==> src/include/vibration_sensor_spi_regs_params.svh <==
// Constants for the vibration sensor serial register block
`ifndef VIBRATION_SENSOR_SPI_REGS_PARAMS_SVH
`define VIBRATION_SENSOR_SPI_REGS_PARAMS_SVH

// Frame shape
`define FRAME_BITS 16
`define FRAME_LAST_BIT 4'hf

// Byte offsets of the lower byte of each register
`define OFS_FLASH_WRITE_COUNT 7'h00
`define OFS_ACCEL_OFFSET_TRIM 7'h02
`define OFS_AUX1_OFFSET_TRIM 7'h04
`define OFS_AUX2_OFFSET_TRIM 7'h06
`define OFS_CAPTURE_SUPPLY_LEVEL 7'h0a
`define OFS_CAPTURE_TEMPERATURE 7'h0c
`define OFS_ACCEL_PEAK_VALUE 7'h0e
`define OFS_AUX1_PEAK_VALUE 7'h10
`define OFS_AUX2_PEAK_VALUE 7'h12
`define OFS_ACCEL_SAMPLE_WINDOW 7'h14
`define OFS_AUX1_SAMPLE_WINDOW 7'h16
`define OFS_AUX2_SAMPLE_WINDOW 7'h18
`define OFS_SAMPLE_INDEX 7'h1a
`define OFS_CAPTURE_CONTROL 7'h1c
`define OFS_CAPTURE_PERIOD 7'h1e
`define OFS_ACCEL_ALARM_THRESHOLD 7'h20
`define OFS_AUX1_ALARM_THRESHOLD 7'h22
`define OFS_AUX2_ALARM_THRESHOLD 7'h24
`define OFS_SYSTEM_ALARM_THRESHOLD 7'h26
`define OFS_ALARM_CONFIG 7'h28
`define OFS_GENERAL_IO_CONFIG 7'h32
`define OFS_MISC_SELFTEST_CONFIG 7'h34
`define OFS_DIGITAL_LINE_CONFIG 7'h36
`define OFS_AVERAGING_CONFIG 7'h38
`define OFS_SYSTEM_STATUS 7'h3c
`define OFS_SYSTEM_COMMAND 7'h3e
`define OFS_SELFTEST_RESPONSE 7'h40
`define OFS_LOT_CODE_LOW 7'h52
`define OFS_LOT_CODE_HIGH 7'h54
`define OFS_PART_IDENTIFIER 7'h56
`define OFS_UNIT_SERIAL_NUMBER 7'h58

// Reset values
`define RST_ZERO 16'h0000
`define RST_CAPTURE_RESULT 16'h8000
`define RST_CAPTURE_CONTROL 16'h0020
`define RST_MISC_SELFTEST_CONFIG 16'h0003
`define RST_DIGITAL_LINE_CONFIG 16'h000f
`define RST_SAMPLE_INDEX 10'h000

// Command bits, as positions inside the upper command byte
`define CMD_CAPTURE_START_BIT 3
`define CMD_FLASH_STORE_BIT 4

// Line function select fields inside digital_line_config
`define DLC_LINE1_LSB 0
`define DLC_LINE2_LSB 2
`define LINE_FN_BUSY 2'h0
`define LINE_FN_ALARM 2'h1
`define LINE_FN_GPIO 2'h2
`define LINE_FN_TRIGGER 2'h3

// Fields of general_io_config used for lines in GPIO function
`define GIO_DIR1_BIT 0
`define GIO_DIR2_BIT 1
`define GIO_LEVEL1_BIT 8
`define GIO_LEVEL2_BIT 9

// Flash-backed configuration slots
`define CFG_COUNT 14
`define SLOT_NONE 4'hf

`endif

==> src/include/vibration_sensor_spi_pkg.sv <==
// Types shared by the vibration sensor serial register block
`include "vibration_sensor_spi_regs_params.svh"

package vibration_sensor_spi_pkg;

  typedef enum {ST_LOAD, ST_RUN} ctrl_state_t;

  typedef struct packed {
    logic write;
    logic [6:0] addr;
    logic [7:0] payload;
  } frame_t;

  typedef logic [`CFG_COUNT-1:0][15:0] cfg_image_t;

  typedef struct packed {
    logic [15:0] supply;
    logic [15:0] temperature;
    logic [15:0] accel_peak;
    logic [15:0] aux1_peak;
    logic [15:0] aux2_peak;
  } capture_results_t;

  typedef struct packed {
    logic valid;
    logic [15:0] accel;
    logic [15:0] aux1;
    logic [15:0] aux2;
  } sample_set_t;

  typedef struct packed {
    logic upper;
    logic [7:0] value;
  } command_byte_t;

endpackage : vibration_sensor_spi_pkg

==> src/logic/spi_mode3_shifter.sv <==
// Sixteen-bit serial shifter, clock polarity 1 and phase 1
`include "vibration_sensor_spi_regs_params.svh"
module spi_mode3_shifter
  import vibration_sensor_spi_pkg::*;
(
  input wire logic clk,
  input wire logic rst_n,
  input wire logic sclk,
  input wire logic cs_n,
  input wire logic din,
  input wire logic [15:0] tx_word,
  output logic dout,
  output logic dout_oe,
  output logic frame_done,
  output logic [15:0] rx_word
);

  logic sclk_prev;
  logic [3:0] bit_count;
  logic [14:0] rx_shift;
  logic [14:0] tx_shift;
  logic rise;
  logic fall;

  assign rise = !cs_n && !sclk_prev && sclk;
  assign fall = !cs_n && sclk_prev && !sclk;

  always_ff @(posedge clk) begin
    if (!rst_n) begin
      sclk_prev <= 1'b1;
    end else begin
      sclk_prev <= sclk;
    end
  end

  always_ff @(posedge clk) begin
    if (!rst_n || cs_n) begin
      bit_count <= 4'h0;
    end else if (rise) begin
      bit_count <= bit_count + 4'h1;
    end
  end

  // Bits taken on the rising edge, most significant first
  always_ff @(posedge clk) begin
    if (!rst_n) begin
      rx_shift <= 15'h0000;
      rx_word <= 16'h0000;
      frame_done <= 1'b0;
    end else begin
      frame_done <= 1'b0;
      if (rise) begin
        if (bit_count == `FRAME_LAST_BIT) begin
          rx_word <= {rx_shift, din};
          frame_done <= 1'b1;
        end else begin
          rx_shift <= {rx_shift[13:0], din};
        end
      end
    end
  end

  // Bits driven on the falling edge; word loaded at the first bit
  always_ff @(posedge clk) begin
    if (!rst_n) begin
      dout <= 1'b0;
      tx_shift <= 15'h0000;
    end else if (fall) begin
      if (bit_count == 4'h0) begin
        dout <= tx_word[15];
        tx_shift <= tx_word[14:0];
      end else begin
        dout <= tx_shift[14];
        tx_shift <= {tx_shift[13:0], 1'b0};
      end
    end
  end

  always_ff @(posedge clk) begin
    if (!rst_n) begin
      dout_oe <= 1'b0;
    end else begin
      dout_oe <= !cs_n;
    end
  end

endmodule : spi_mode3_shifter

==> src/logic/vibration_sensor_spi_regs.sv <==
// Serial register interface of the vibration sensor, device side
//
// Notes on behaviour
// - Mode 3 frames, sixteen bits, MSB first
// - Output shifts out while input shifts in
// - One write frame changes one register byte
// - Capture start pulses right after sixteenth rising edge
// - Read request: flag 0 plus register address
// - Payload byte of read request is ignored
// - Read data returns during the following frame
// - Lower byte even address, upper byte odd
// - Acceleration window read-only, resets to 0x8000
// - Sample index read/write, selects shown samples
// - Part identifier is read-only at 0x56
// - Aux lines: busy, alarm, GPIO or trigger
// - Sample on rising, drive on falling edge
// - Active only with chip select low
// - Flash store command saves backed configuration
// - Reset loads stored configuration before running
`include "vibration_sensor_spi_regs_params.svh"
module vibration_sensor_spi_regs
  import vibration_sensor_spi_pkg::*;
#(
  parameter logic [15:0] PART_ID = 16'h0a5a, // Arbitrary value
  parameter logic [15:0] LOT_CODE_LOW_ID = 16'h0101, // Arbitrary value
  parameter logic [15:0] LOT_CODE_HIGH_ID = 16'h0202, // Arbitrary value
  parameter logic [15:0] SERIAL_ID = 16'h0303 // Arbitrary value
)
(
  input wire logic clk,
  input wire logic rst_n,
  input wire logic sclk,
  input wire logic cs_n,
  input wire logic din,
  output logic dout,
  output logic dout_oe,
  input wire logic aux_digital_line_1_in,
  output logic aux_digital_line_1_out,
  output logic aux_digital_line_1_oe,
  input wire logic aux_digital_line_2_in,
  output logic aux_digital_line_2_out,
  output logic aux_digital_line_2_oe,
  input wire logic capture_busy,
  input wire logic alarm_active,
  input wire logic capture_done,
  input wire capture_results_t capture_results,
  input wire sample_set_t sample_set,
  input wire logic [15:0] flash_write_count,
  input wire logic [15:0] system_status,
  input wire logic [15:0] selftest_response,
  input wire cfg_image_t nv_image,
  output cfg_image_t config_words,
  output logic [9:0] sample_index,
  output logic capture_start,
  output logic capture_trigger,
  output logic nv_store,
  output logic command_pulse,
  output command_byte_t command_byte,
  output logic ready
);

  ctrl_state_t state;
  logic frame_done;
  logic [15:0] rx_word;
  logic [15:0] tx_word;
  frame_t frm;
  logic [3:0] slot;
  logic is_write;
  logic is_read;
  logic window_read;
  logic [1:0] line1_fn;
  logic [1:0] line2_fn;

  // Flash-backed configuration slot of a byte address
  function automatic logic [3:0] cfg_slot(input logic [6:0] addr);
    logic [6:0] even;
    even = {addr[6:1], 1'b0};
    unique case (even)
      `OFS_ACCEL_OFFSET_TRIM: cfg_slot = 4'h0;
      `OFS_AUX1_OFFSET_TRIM: cfg_slot = 4'h1;
      `OFS_AUX2_OFFSET_TRIM: cfg_slot = 4'h2;
      `OFS_CAPTURE_CONTROL: cfg_slot = 4'h3;
      `OFS_CAPTURE_PERIOD: cfg_slot = 4'h4;
      `OFS_ACCEL_ALARM_THRESHOLD: cfg_slot = 4'h5;
      `OFS_AUX1_ALARM_THRESHOLD: cfg_slot = 4'h6;
      `OFS_AUX2_ALARM_THRESHOLD: cfg_slot = 4'h7;
      `OFS_SYSTEM_ALARM_THRESHOLD: cfg_slot = 4'h8;
      `OFS_ALARM_CONFIG: cfg_slot = 4'h9;
      `OFS_GENERAL_IO_CONFIG: cfg_slot = 4'ha;
      `OFS_MISC_SELFTEST_CONFIG: cfg_slot = 4'hb;
      `OFS_DIGITAL_LINE_CONFIG: cfg_slot = 4'hc;
      `OFS_AVERAGING_CONFIG: cfg_slot = 4'hd;
      default: cfg_slot = `SLOT_NONE;
    endcase
  endfunction : cfg_slot

  // Reset value of each configuration slot
  function automatic logic [15:0] cfg_default(input int unsigned idx);
    unique case (idx)
      3: cfg_default = `RST_CAPTURE_CONTROL;
      11: cfg_default = `RST_MISC_SELFTEST_CONFIG;
      12: cfg_default = `RST_DIGITAL_LINE_CONFIG;
      default: cfg_default = `RST_ZERO;
    endcase
  endfunction : cfg_default

  // Capture window shows the reset value until a capture has finished
  function automatic logic [15:0] window_word(input logic [15:0] sample);
    window_word = sample_set.valid ? sample : `RST_CAPTURE_RESULT;
  endfunction : window_word

  // Sixteen-bit word returned for a read request
  function automatic logic [15:0] read_word(input logic [6:0] addr);
    logic [6:0] even;
    logic [3:0] s;
    even = {addr[6:1], 1'b0};
    s = cfg_slot(addr);
    if (s != `SLOT_NONE) begin
      read_word = config_words[s];
    end else begin
      unique case (even)
        `OFS_FLASH_WRITE_COUNT: read_word = flash_write_count;
        `OFS_CAPTURE_SUPPLY_LEVEL: read_word = capture_results.supply;
        `OFS_CAPTURE_TEMPERATURE:
          read_word = capture_results.temperature;
        `OFS_ACCEL_PEAK_VALUE: read_word = capture_results.accel_peak;
        `OFS_AUX1_PEAK_VALUE: read_word = capture_results.aux1_peak;
        `OFS_AUX2_PEAK_VALUE: read_word = capture_results.aux2_peak;
        `OFS_ACCEL_SAMPLE_WINDOW:
          read_word = window_word(sample_set.accel);
        `OFS_AUX1_SAMPLE_WINDOW: read_word = window_word(sample_set.aux1);
        `OFS_AUX2_SAMPLE_WINDOW: read_word = window_word(sample_set.aux2);
        `OFS_SAMPLE_INDEX: read_word = {6'h00, sample_index};
        `OFS_SYSTEM_STATUS: read_word = system_status;
        `OFS_SELFTEST_RESPONSE: read_word = selftest_response;
        `OFS_LOT_CODE_LOW: read_word = LOT_CODE_LOW_ID;
        `OFS_LOT_CODE_HIGH: read_word = LOT_CODE_HIGH_ID;
        `OFS_PART_IDENTIFIER: read_word = PART_ID;
        `OFS_UNIT_SERIAL_NUMBER: read_word = SERIAL_ID;
        // Command register is write-only; reserved space reads zero
        default: read_word = `RST_ZERO;
      endcase
    end
  endfunction : read_word

  // Shifting, edge choice and chip select gating live in the shifter
  spi_mode3_shifter u_shifter (
    .clk(clk),
    .rst_n(rst_n),
    .sclk(sclk),
    .cs_n(cs_n),
    .din(din),
    .tx_word(tx_word),
    .dout(dout),
    .dout_oe(dout_oe),
    .frame_done(frame_done),
    .rx_word(rx_word)
  );

  assign frm = frame_t'(rx_word);
  assign slot = cfg_slot(frm.addr);
  assign is_write = frame_done && (state == ST_RUN) && frm.write;
  assign is_read = frame_done && (state == ST_RUN) && !frm.write;
  assign window_read = is_read
    && ({frm.addr[6:1], 1'b0} >= `OFS_ACCEL_SAMPLE_WINDOW)
    && ({frm.addr[6:1], 1'b0} <= `OFS_AUX2_SAMPLE_WINDOW);

  // One cycle after reset the stored image is taken over
  always_ff @(posedge clk) begin
    if (!rst_n) begin
      state <= ST_LOAD;
    end else begin
      unique case (state)
        ST_LOAD: state <= ST_RUN;
        ST_RUN: state <= ST_RUN;
      endcase
    end
  end

  always_ff @(posedge clk) begin
    if (!rst_n) begin
      ready <= 1'b0;
    end else begin
      ready <= (state == ST_RUN);
    end
  end

  // Configuration words: reset, stored-image load, single-byte writes
  always_ff @(posedge clk) begin
    if (!rst_n) begin
      for (int i = 0; i < `CFG_COUNT; i++) begin
        config_words[i] <= cfg_default(i);
      end
    end else if (state == ST_LOAD) begin
      config_words <= nv_image;
    end else if (is_write && slot != `SLOT_NONE) begin
      if (frm.addr[0]) begin
        config_words[slot][15:8] <= frm.payload;
      end else begin
        config_words[slot][7:0] <= frm.payload;
      end
    end
  end

  // Sample index: cleared by a finished capture, written, auto-advanced
  always_ff @(posedge clk) begin
    if (!rst_n) begin
      sample_index <= `RST_SAMPLE_INDEX;
    end else if (capture_done) begin
      sample_index <= `RST_SAMPLE_INDEX;
    end else if (is_write
      && {frm.addr[6:1], 1'b0} == `OFS_SAMPLE_INDEX) begin
      if (frm.addr[0]) begin
        sample_index[9:8] <= frm.payload[1:0];
      end else begin
        sample_index[7:0] <= frm.payload;
      end
    end else if (window_read) begin
      sample_index <= sample_index + 10'h001;
    end
  end

  // Reply for the next frame; payload byte of a request is not used
  always_ff @(posedge clk) begin
    if (!rst_n) begin
      tx_word <= `RST_ZERO;
    end else if (is_read) begin
      tx_word <= read_word(frm.addr);
    end else if (is_write) begin
      tx_word <= `RST_ZERO;
    end
  end

  // Command frames; register writes elsewhere ignore read-only space
  always_ff @(posedge clk) begin
    if (!rst_n) begin
      capture_start <= 1'b0;
      nv_store <= 1'b0;
      command_pulse <= 1'b0;
      command_byte <= '0;
    end else begin
      capture_start <= 1'b0;
      nv_store <= 1'b0;
      command_pulse <= 1'b0;
      if (is_write && {frm.addr[6:1], 1'b0} == `OFS_SYSTEM_COMMAND) begin
        command_pulse <= 1'b1;
        command_byte <= '{upper: frm.addr[0], value: frm.payload};
        if (frm.addr[0]) begin
          capture_start <= frm.payload[`CMD_CAPTURE_START_BIT];
          nv_store <= frm.payload[`CMD_FLASH_STORE_BIT];
        end
      end
    end
  end

  // Function of each auxiliary line
  assign line1_fn = config_words[12][`DLC_LINE1_LSB +: 2];
  assign line2_fn = config_words[12][`DLC_LINE2_LSB +: 2];

  // Line 1 drive
  always_ff @(posedge clk) begin
    if (!rst_n) begin
      aux_digital_line_1_out <= 1'b0;
      aux_digital_line_1_oe <= 1'b0;
    end else begin
      unique case (line1_fn)
        `LINE_FN_BUSY: begin
          aux_digital_line_1_out <= capture_busy;
          aux_digital_line_1_oe <= 1'b1;
        end
        `LINE_FN_ALARM: begin
          aux_digital_line_1_out <= alarm_active;
          aux_digital_line_1_oe <= 1'b1;
        end
        `LINE_FN_GPIO: begin
          aux_digital_line_1_out <= config_words[10][`GIO_LEVEL1_BIT];
          aux_digital_line_1_oe <= config_words[10][`GIO_DIR1_BIT];
        end
        `LINE_FN_TRIGGER: begin
          aux_digital_line_1_out <= 1'b0;
          aux_digital_line_1_oe <= 1'b0;
        end
      endcase
    end
  end

  // Line 2 drive
  always_ff @(posedge clk) begin
    if (!rst_n) begin
      aux_digital_line_2_out <= 1'b0;
      aux_digital_line_2_oe <= 1'b0;
    end else begin
      unique case (line2_fn)
        `LINE_FN_BUSY: begin
          aux_digital_line_2_out <= capture_busy;
          aux_digital_line_2_oe <= 1'b1;
        end
        `LINE_FN_ALARM: begin
          aux_digital_line_2_out <= alarm_active;
          aux_digital_line_2_oe <= 1'b1;
        end
        `LINE_FN_GPIO: begin
          aux_digital_line_2_out <= config_words[10][`GIO_LEVEL2_BIT];
          aux_digital_line_2_oe <= config_words[10][`GIO_DIR2_BIT];
        end
        `LINE_FN_TRIGGER: begin
          aux_digital_line_2_out <= 1'b0;
          aux_digital_line_2_oe <= 1'b0;
        end
      endcase
    end
  end

  // External trigger from any line set as trigger input
  always_ff @(posedge clk) begin
    if (!rst_n) begin
      capture_trigger <= 1'b0;
    end else begin
      capture_trigger <=
        (line1_fn == `LINE_FN_TRIGGER && aux_digital_line_1_in)
        || (line2_fn == `LINE_FN_TRIGGER && aux_digital_line_2_in);
    end
  end

endmodule : vibration_sensor_spi_regs

==> config.mk <==
export PLATFORM = sky130hd
export DESIGN_NAME = vibration_sensor_spi_regs
export DESIGN_NICKNAME = d
export VERILOG_FILES = /design/src/include/vibration_sensor_spi_pkg.sv /design/src/logic/spi_mode3_shifter.sv /design/src/logic/vibration_sensor_spi_regs.sv
export VERILOG_INCLUDE_DIRS = /design/src /design/src/include
export SDC_FILE = /design/constraint.sdc
export NUM_CORES = 1
export LEC_CHECK = 0
export BUFFER_PORTS_ARGS = -buffer_cell sky130_fd_sc_hd__buf_2
export CORE_AREA = 4 4 260 262
export CTS_CLUSTER_DIAMETER = 30
export DETAILED_ROUTE_END_ITERATION = 16
export DIE_AREA = 0 0 264 266
export HOLD_SLACK_MARGIN = 0.03
export PLACE_DENSITY_LB_ADDON = 0.3
export RECOVER_POWER = 25
export SETUP_SLACK_MARGIN = 0.5
export SLEW_MARGIN = 15
export SYNTH_ARGS = -nofsm -noshare
export SYNTH_HDL_FRONTEND = slang
export SYNTH_SLANG_ARGS = --single-unit
==> constraint.sdc <==
create_clock -name clk -period 3.2 [get_ports clk]
set_clock_uncertainty 0.15 [all_clocks]
set_input_delay 0.48 -clock clk [delete_from_list [all_inputs] [get_ports clk]]
set_output_delay 0.48 -clock clk [all_outputs]
set_load 0.005 [all_outputs]
==> impl_results.md, run 1 <==
- Layout cells sized above 1: 34.3%
- Ports: around 670
- Leak: 11.1 nW
- Crit-path most repeated cell: o21ai_0
- Max Transition Viols Final: 92
- Final worst path period need: around 2700 ps
- Crit path to: tx_word[13]$_SDFFE_PN0P_
- Setup TNS: 0 ps
- CP Max Fanout: 7
- Max IR drop VDD: roughly 0.00036 V
- Worst slew margin: -42.7%
- Synth area leaders: dfxtp_1 (38%), a221oi_1 (9.4%), nor2_1 (6.8%), nor2b_1 (5.8%), nand2_1 (3.5%)
- Clk Latency, worst-skew pair: 640 ps
- Final core occ: 39.8%
- Reg2Reg Capture Point: tx_word[13]$_SDFFE_PN0P_
- CTS tree: yes
- Outcome: complete, but fails checks
- Worst Hold Class: in2reg
- Synth top area share: 38.3%
- Initial Util: roughly a quarter
- Crit path kind: reg2reg
- Critical path arrival: 3120 ps
- Nets: between 3000 and 4000
- Clock H-tree levels: 3
- Top FF cell, synth: dfxtp_1
- Max cap viols: 1
- Vias in the first global route: 20800
- Fin crit share: 85.1%
- DRT antenna net count: 0
- F_max: 367 MHz
- Detailed Place HPWL: 86700 µm
- Post-Syn Area: approximately 0.017 mm²
- Logic pwr share: 8.6%
- Syn_nets: between 2000 and 2500
- Clock transition at the registers of the reported paths: 50 ps
- Die area: 0.0702 mm²
- WHS: between 50 and 60 ps
- Violated checks: capacitance limit, slew limit
- Num CTS Buffers: 100
- Die span in x: ~260 µm
- Tightest Pin Transition: 2140 ps
- Clock Tree Buf Depth: 3
- TritonCTS Sinks: between 300 and 400
- Largest net degree at the start of global routing: between 150 and 200
- Final WL: 112000 µm
- Flops & latches, synth: 327
- Crit-path cells: or4b_1 -> nor2_4 -> buf_4 -> a22oi_1 -> o211ai_1 -> o21ai_0 -> o21ai_0
- Initial antenna violation count: 42
- PwrDens: 581 mW/mm²
- Wire per inst: slightly below 30 µm
- Internal: 0.0114 W
- Site row count: between 90 and 100
- GPL Wtd Cong: 0.950
- Final Hold Fails: 0
- Port-buffer cells: 664
- CP max stage delay: 710 ps
- FF-to-FF Start: u_shifter.rx_word[13]$_SDFFE_PN0N_
- Setup violations, final: 0
- Post-synth top area cell: dfxtp_1
- GRT overflow: 0
- Worst path slowest cell: or4b_1
- First-pass GRT wire length: between 150000 and 200000 µm
- Clock Power Share: 61.7%
- Starting DRT DRC Count: 2195
- Drt pass-1 iters: 8
- Async S/R FF share, synth: 0%
- Total GRT Usage: 30.2%
- Flop pwr share: 29.7%
- Total number of vias: 21200
- List of most frequent post-synthesis cells: dfxtp_1 (327), nor2_1 (310), a221oi_1 (183)
- Sequential area share after synthesis: 38.3%
- Mapped Cells: ~2000
- Die Ht: 266 µm
- Yosys warning total: 0
- Core Area: 0.0654 mm²
- EDFF count, synth: 0
- DRC: 0
- RSZ-0062 raised after global routing: yes
- Count leader, synth: dfxtp_1
- Crit path from: u_shifter.rx_word[13]$_SDFFE_PN0N_
- Sw frac: 25.0%
- Yosys cell types: a little under 80
- Syn_area_per_cell: 8.38 µm²
- Vias per Instance: ~5.6
- R2R depth: 7
- Reg-to-reg slack, setup: between 400 and 500 ps
- Switch Pwr: approximately 0.0038 W
- WP data required: 3600 ps
- Root buf cell: clkbuf_16
- Synth-to-Final Area Change: 52.1%
- CP Launch Type: register
- Crit. End Element: register
power groups by stage:
stage | Combinational (W) | Sequential (W) | Clock (W)
after global placement | 0.00122 | 0.00455 | 0
after global routing | 0.00140 | 0.00450 | 0.00967
final | 0.00130 | 0.00449 | 0.00933
after floorplan | 0.000510 | 0.00447 | 0
after CTS | 0.00131 | 0.00449 | 0.00940
after detailed placement | 0.00122 | 0.00455 | 0
cell families after synthesis:
group           synth area share [%]
buf+inv                         4.58
fa+ha+maj                      0.512
mux                             4.69
xor+xnor                       0.358
flops                           38.3
compound gates                  27.0
simple gates                    24.6
routing by layer:
metal	share of wire [%]	global-route usage, %
met1	38	36.0
met2	49	52.1
met3	8.8	7.86
met4	4.4	11.7
met5	0.060	0
worst max-delay path: cells and delay by family, from the launching register on:
family,cells,cell delay [ps]
DFF,1,350
buffers and inverters,1,210
AOI/OAI and AO/OA,4,930
and+or+nand+nor,2,1000
area by class of cell:
cell class / count / area [µm²]
inverters: 19 / 85.1
fillers: 6834 / 39400
well taps: 864 / 1080
clock inverters: 32 / 322
clock buffers: 143 / 2920
repair buffers: 869 / 5070
flip-flops and latches: 327 / 6570
diodes: 26 / 65.1
multi-input cells: 1535 / 9930
registers in the layout, indices dropped and copies added, names as in the netlist, 4 cells and up, named ones only:
signal and flops:
u_shifter.tx_shift 15, u_shifter.rx_shift 15, command_byte 9, sample_index 10, config_words 224, tx_word 16, u_shifter.rx_word 16, u_shifter.bit_count 4
repair_timing:
item	CTS	global route
resized for setup	16	22
pin swaps	2	10
setup endpoints to repair	93	95
buffers inserted	2	15
hold buffers	81	0
hold endpoints to repair	83	0
through the flow:
| stage | setup slack (ps) | std cells | cell area, µm² | total power [W] |
|---|---|---|---|---|
| after floorplan | 545 | 2043 | 17100 | 0.00498 |
| after global placement | 165 | 3516 | 21800 | 0.00577 |
| after detailed placement | 216 | 3516 | 21800 | 0.00577 |
| after CTS | 493 | 3774 | 25900 | 0.0152 |
| after global routing | 393 | 3803 | 26000 | 0.0156 |
| final | 476 | 3815 | 26000 | 0.0151 |
worst min-delay path by stage:
| stage | startpoint | end | depth (start not counted) |
|---|---|---|---|
| floorplan | tx_word[15]$_SDFFE_PN0P_ | tx_word[15]$_SDFFE_PN0P_ | 2 |
| global placement | tx_word[9]$_SDFFE_PN0P_ | tx_word[9]$_SDFFE_PN0P_ | 2 |
| detailed placement | tx_word[9]$_SDFFE_PN0P_ | tx_word[9]$_SDFFE_PN0P_ | 2 |
| CTS | nv_image[84] | config_words[84]$_SDFFE_PN0P_ | 4 |
| global route | nv_image[35] | config_words[35]$_SDFFE_PN0P_ | 4 |
| finish | nv_image[105] | config_words[105]$_SDFFE_PN0P_ | 4 |
layout by cell type, fill, tap and decap left out, types with 16 or more instances in the layout:
master / synthesis / layout
buf_2: 29 / 585
dfxtp_1: 327 / 315
nor2_1: 310 / 306
a221oi_1: 183 / 179
nor2b_1: 160 / 159
nand2_1: 158 / 153
buf_4: 11 / 108
clkbuf_1: 110 / 102
clkbuf_16: 0 / 101
a21oi_1: 90 / 88
dlygate4sd3_1: 0 / 81
a22oi_1: 73 / 73
a211oi_1: 59 / 58
o21ai_0: 44 / 42
mux2_2: 42 / 42
o22ai_1: 39 / 39
nand3_1: 35 / 35
mux2i_1: 33 / 33
and2_1: 29 / 29
diode_2: 0 / 26
a222oi_1: 26 / 26
nor2_2: 21 / 23
clkbuf_8: 0 / 23
nor3_1: 22 / 21
o221ai_1: 19 / 18
clkinv_2: 0 / 18
a22o_1: 17 / 17
inv_1: 17 / 16
nand4_1: 16 / 16
Note: power is estimated with default switching activity, not from simulation.
==> inputs of run 2 (changes only) <==
==> constraint.sdc (replaced) <==
create_clock -name clk -period 2.9 [get_ports clk]
set_clock_uncertainty 0.15 [all_clocks]
set_input_delay 0.435 -clock clk [delete_from_list [all_inputs] [get_ports clk]]
set_output_delay 0.435 -clock clk [all_outputs]
set_load 0.005 [all_outputs]
==> run 2 against run 1 <==
  * The flow now finishes without violations
  * Die area is the same
  * Fmax grew 8.4%
  * Largest cell class unchanged
  * Non-clock buffer count grew 188
  * Design area grew 9.6%
  * Worst setup slack lost 89 ps
  * Sequential power grew 10%
  * Flip-flop and latch count is the same
==> impl_results.md, run 2 (synthesized netlist as in run 1, its figures left out) <==
- Outcome: finished, final reports clean
- WP data required: roughly 3300 ps
- DP Cell Count: about 3600
- Largest register FFs: 224
- CP Max Fanout: 8
- Most frequent cells in the layout: buf_2 (602), dfxtp_1 (308), nor2_1 (295), buf_4 (180), dlygate4sd3_1 (176)
- Biggest register: config_words
- Nets: 3450
- PwrDens: 599 mW/mm²
- Final core occ: between 40 and 50%
- CP max stage delay: 560 ps
- Clock H-tree levels: 3
- Fin crit share: 86.7%
- Leak: 12.3 nW
- GPL Wtd Cong: 0.967
- Vias in the first global route: 21800
- Synth-to-Final Area Change: 66.7%
- Wire per inst: 29.0 µm
- Clk Latency, worst-skew pair: 630 ps
- Starting DRT DRC Count: 1920
- Site row count: 94
- RSZ-0062 raised after global routing: yes
- Post-route cell area: 0.0285 mm²
- Drt pass-1 iters: 7
- Setup TNS: 0 ps
- Logic pwr share: 9.3%
- Setup violations, final: 0
- Core Area: 0.0654 mm²
- DRC: 0
- CP Launch Type: register
- Crit-path cells: nor3b_1 -> clkbuf_1 -> nand3_1 -> a21oi_1 -> nand3_1 -> a21oi_2 -> a211oi_1 -> buf_4
- Layout cells sized above 1: about two fifths
- Non-filler instance count after layout: 3995
- Final WL: 116000 µm
- F_max: 398 MHz
- Clock transition at the registers of the reported paths: 50 ps
- Tightest Pin Transition: ~1200 ps
- Detailed Place HPWL: 88400 µm
- Crit path kind: reg2reg
- CTS tree: yes
- Die area: 0.0702 mm²
- Placed Instance Area: 0.0221 mm²
- Max Transition Viols Final: 0
- DRT antenna net count: 0
- Internal: roughly 0.013 W
- Crit-path most repeated cell: nand3_1
- Die Ht: around 270 µm
- Vias per Instance: 5.55
- GRT overflow: 0
- Num CTS Buffers: 91
- Switch Pwr: 0.00425 W
- First-pass GRT wire length: 160000 µm
- Total GRT Usage: between 30% and 40%
- Final worst path period need: 2510 ps
- Die span in x: approximately 260 µm
- Worst Hold Class: in2reg
- Max IR drop VDD: 0.000382 V
- Worst path slowest cell: a21oi_1
- Root buf cell: clkbuf_16
- Clock Power Share: around 62%
- Initial Util: about a quarter
- Final Hold Fails: 0
- Port-buffer cells: between 600 and 700
- Worst slew margin: 18.3%
- Critical path arrival: 2890 ps
- Largest net degree at the start of global routing: 99
- WHS: 54.3 ps
- Clock Tree Buf Depth: 3
- Max cap viols: 0
- Total number of vias: 22200
- Initial antenna violation count: 38
- Crit. End Element: register
- Flop pwr share: 29.0%
- Ports: between 600 and 700
- Sw frac: 24.9%
- Top Registers: config_words x224, tx_word x16, u_shifter.rx_word x16
- TritonCTS Sinks: approximately 330
- Filler cell count: 6643
- Most common cell after layout, fill and taps aside: buf_2
==> run 2: cell types whose count changed in the layout (fill, tap and decap cells not counted), moves of 8 or more <==
| cell | delta |
|---|---|
| clkbuf_1 | -26 |
| clkbuf_8 | -9 |
| a221oi_2 | +36 |
| bufinv_16 | +11 |
| a221oi_1 | -36 |
| buf_2 | +17 |
| dlygate4sd3_1 | +95 |
| o22ai_2 | +8 |
| nor2_1 | -11 |
| clkbuf_16 | -8 |
| o22ai_1 | -8 |
| buf_6 | +16 |
| buf_4 | +72 |
==> run 2: final timing paths <==
check | start | to | slack [ps] | depth (start not counted)
worst max-delay path | u_shifter.sclk_prev$_SDFF_PN1_ | register | 390 | 8
worst min-delay path | nv_image[152] | config_words[152]$_SDFFE_PN0P_ | 50 | 4
worst max register to register | u_shifter.sclk_prev$_SDFF_PN1_ | register | 390 | 8
worst min register to register | command_byte[0]$_SDFFE_PN0P_ | command_byte[0]$_SDFFE_PN0P_ | 300 | 2
==> run 2: final cells by class <==
class / count / area, µm² / area share, %
diodes: 22 / 55.1 / 0.193
clock buffers: 115 / 2510 / 8.79
clock inverters: 55 / 744 / 2.61
inverters: 19 / 85.1 / 0.298
multi-input cells: 1536 / 10600 / 37.1
flip-flops and latches: 327 / 6590 / 23.1
well taps: 864 / 1080 / 3.79
repair buffers: 1057 / 6880 / 24.1
==> run 2: stage by stage <==
stage / setup WS [ps] / power (W)
after floorplan: 555 / 0.00549
after global placement: -42.3 / 0.00637
after detailed placement: -24.9 / 0.00637
after CTS: 416 / 0.0172
after global routing: 212 / 0.0176
final: 387 / 0.0171
==> run 2: what timing repair did <==
action | in CTS | in global routing
pin swaps | 14 | 38
setup buffers | 22 | 40
setup endpoints to repair | 217 | 217
hold buffers | 176 | 0
gates cloned | 1 | 4
resized for setup | 65 | 131
hold endpoints to repair | 175 | 0
==> run 2: per-layer routing <==
metal  vias up  track usage, %  share of wire (%)
met2      1357            52.3                 47
met4        12            16.4                6.0
met5         -               0              0.064
met1     10700            37.2                 39
li1       9739               -                  -
met3       326            6.99                8.2
==> run 2: critical path: cells and delay by family, from the launching register on <==
family,cells,cell delay [ps]
AOI/OAI and AO/OA,3,780
and+or+nand+nor,3,770
buffers and inverters,2,390
DFF,1,320
==> run 2: power by group through the flow <==
stage / combinational, W / clock [W] / sequential, W
after CTS: 0.00156 / 0.0107 / 0.00495
after global routing: 0.00170 / 0.0109 / 0.00497
final: 0.00158 / 0.0105 / 0.00496
after global placement: 0.00135 / 0 / 0.00503
after floorplan: 0.000563 / 0 / 0.00493
after detailed placement: 0.00135 / 0 / 0.00503
==> inputs of run 3 (changes only) <==
--- a/config.mk
+++ b/config.mk
@@ -11,6 +11,7 @@
 export CTS_CLUSTER_DIAMETER = 30
 export DETAILED_ROUTE_END_ITERATION = 16
 export DIE_AREA = 0 0 264 266
+export GPL_TIMING_DRIVEN = 0
 export HOLD_SLACK_MARGIN = 0.03
 export PLACE_DENSITY_LB_ADDON = 0.3
 export RECOVER_POWER = 25
==> run 3 against run 2 <==
  * Via count up 4.6%
  * Non-clock buffer count up 62
  * First-iteration DRC count up 26%
  * Fmax down 3.9%
==> impl_results.md, run 3 (synthesized netlist as in run 1, its figures left out) <==
- Wire per inst: 32.5 µm
- Initial antenna violation count: 20
- Setup ws final: between 200 and 300 ps
- Detailed Place HPWL: 101000 µm
- Max Transition Viols Final: 0
- CTS tree: yes
- Final WL: 132000 µm
- Vias per Instance: 5.72
- Leak: 12.6 nW
- Clock transition at the registers of the reported paths: 40 ps
- Power, Total: 0.0183 W
- Internal: 0.0138 W
- Fin crit share: between 90% and 100%
- CP max stage delay: 650 ps
- Crit-path cells: nor3b_1 -> nand2_4 -> mux2i_2 -> nor2_2 -> inv_1 -> ha_1 -> or3_4 -> a21oi_2 -> a211oi_1
- Layout cells sized above 1: 39.2%
- Synth-to-Final Area Change: 74.5%
- Clock H-tree levels: 3
- Nets: 3515
- Max IR drop VDD: 0.000394 V
- Total GRT Usage: 35.3%
- Worst path slowest cell: nor3b_1
- Max cap viols: 0
- Starting DRT DRC Count: 2418
- Vias in the first global route: 22800
- CP Launch Type: register
- CP top delay family: simple AND/OR/NAND/NOR gates
- RSZ-0062 raised after global routing: yes
- Clk Latency, worst-skew pair: 650 ps
- F_max: roughly 380 MHz
- Total number of vias: 23200
- Drt pass-1 iters: 9
- Final Hold Fails: 0
- Critical path arrival: 2980 ps
- PwrDens: 614 mW/mm²
- Worst Hold Class: in2reg
- Crit path from: u_shifter.sclk_prev$_SDFF_PN1_
- Worst path bufs/invs: 1
- Biggest register: config_words
- Num CTS Buffers: 95
- Largest net degree at the start of global routing: 15
- Logic pwr share: 9.3%
- DRT antenna net count: 0
- Non-filler instance count after layout: around 4000
- GPL Wtd Cong: 0.977
- GRT overflow: 0
- Outcome: finished, final reports clean
- Port-buffer cells: 664
- Top Registers: config_words x224, tx_word x16, u_shifter.rx_word x16
- Die area: 0.0702 mm²
- First-pass GRT wire length: ~180000 µm
- Ports: 665
- Die span in x: 264 µm
- FF-to-FF Start: u_shifter.sclk_prev$_SDFF_PN1_
- Switch Pwr: between 0.004 and 0.005 W
- Core Area: 0.0654 mm²
- Sw frac: 24.8%
- Clock Power Share: 63.5%
- Most common cell after layout, fill and taps aside: buf_2
- Largest register FFs: 224
- Flop pwr share: 27.2%
- CP Max Fanout: 5
- DP Cell Count: 3571
- Initial Util: 26.2%
- Site row count: 94
- Reg-to-reg slack, setup: 280 ps
- Final worst path period need: around 2600 ps
- Crit path kind: reg2reg
- Clock Tree Buf Depth: 3
- Die Ht: about 270 µm
- Tightest Pin Transition: 1360 ps
- Worst slew margin: 9.61%
- DRC: 0
- Crit. End Element: register
- TritonCTS Sinks: roughly 330
- Most frequent cells in the layout: buf_2 (564), dfxtp_1 (319), nor2_1 (272), clkbuf_1 (195), dlygate4sd3_1 (182)
- Place WS: -1010 ps
- Root buf cell: clkbuf_16
- R2R depth: 9
- Setup TNS: 0 ps
- Crit path depth: 9
- Final core occ: 45.7%
- WP data required: 3270 ps
- Filler cell count: 6523
- Setup violations, final: 0
[run 3: worst min path at each step]
stage | from | end | cells past startpoint
floorplan | tx_word[15]$_SDFFE_PN0P_ | tx_word[15]$_SDFFE_PN0P_ | 2
global placement | tx_word[0]$_SDFFE_PN0P_ | tx_word[0]$_SDFFE_PN0P_ | 2
detailed placement | tx_word[4]$_SDFFE_PN0P_ | tx_word[4]$_SDFFE_PN0P_ | 2
CTS | nv_image[200] | config_words[200]$_SDFFE_PN0P_ | 3
global route | nv_image[208] | config_words[208]$_SDFFE_PN0P_ | 3
finish | nv_image[182] | config_words[182]$_SDFFE_PN0P_ | 4
[run 3: stage by stage]
| stage | hold WS, ps | instance area [µm²] |
|---|---|---|
| after floorplan | 270 | 17100 |
| after global placement | 286 | 21500 |
| after detailed placement | 294 | 21500 |
| after CTS | 30.1 | 28900 |
| after global routing | 52.8 | 29900 |
| final | 52.2 | 29900 |
[run 3: worst reg2reg max path: cells and delay by family (launching register included)]
family,cells,cell delay [ps]
AOI/OAI and AO/OA,2,180
adders and majority gates,1,210
buffers and inverters,1,70
DFF,1,320
muxes,1,210
and+or+nand+nor,4,1330
[run 3: final cells by class]
| class | instances | area (µm²) | share of cell area, % |
|---|---|---|---|
| flip-flops and latches | 327 | 6560 | 22.0 |
| well taps | 864 | 1080 | 3.62 |
| plain buffers | 162 | 1200 | 4.03 |
| multi-input cells | 1535 | 11300 | 37.8 |
| diodes | 11 | 27.5 | 0.0922 |
| inverters | 19 | 72.6 | 0.243 |
| clock buffers | 122 | 2570 | 8.61 |
| clock inverters | 56 | 992 | 3.32 |
| repair buffers | 957 | 6060 | 20.3 |
[run 3: metal layers]
metal  share of wire (%)  wire length, µm  vias up  global-route usage (%)
met3                 9.8            13000      449                    9.24
met4                 7.1             9320        8                    19.4
met1                  37            48200    11200                    41.3
li1                    -                -     9857                       -
met5               0.037               49        -                       0
met2                  47            61400     1668                    59.2
[run 3: repair_timing]
item,4_1_cts,5_1_grt
buffers inserted,76,30
pin swaps,55,54
hold buffers,182,0
endpoints found under the hold margin,183,0
cloned,2,3
gates resized for setup,315,194
setup endpoints to repair,298,184
[run 3: power by group through the flow]
stage | logic, W | registers [W] | clock network, W
final | 0.00170 | 0.00499 | 0.0116
after global routing | 0.00180 | 0.00499 | 0.0119
after CTS | 0.00165 | 0.00496 | 0.0117
after detailed placement | 0.00141 | 0.00503 | 0
after global placement | 0.00141 | 0.00504 | 0
after floorplan | 0.000563 | 0.00493 | 0
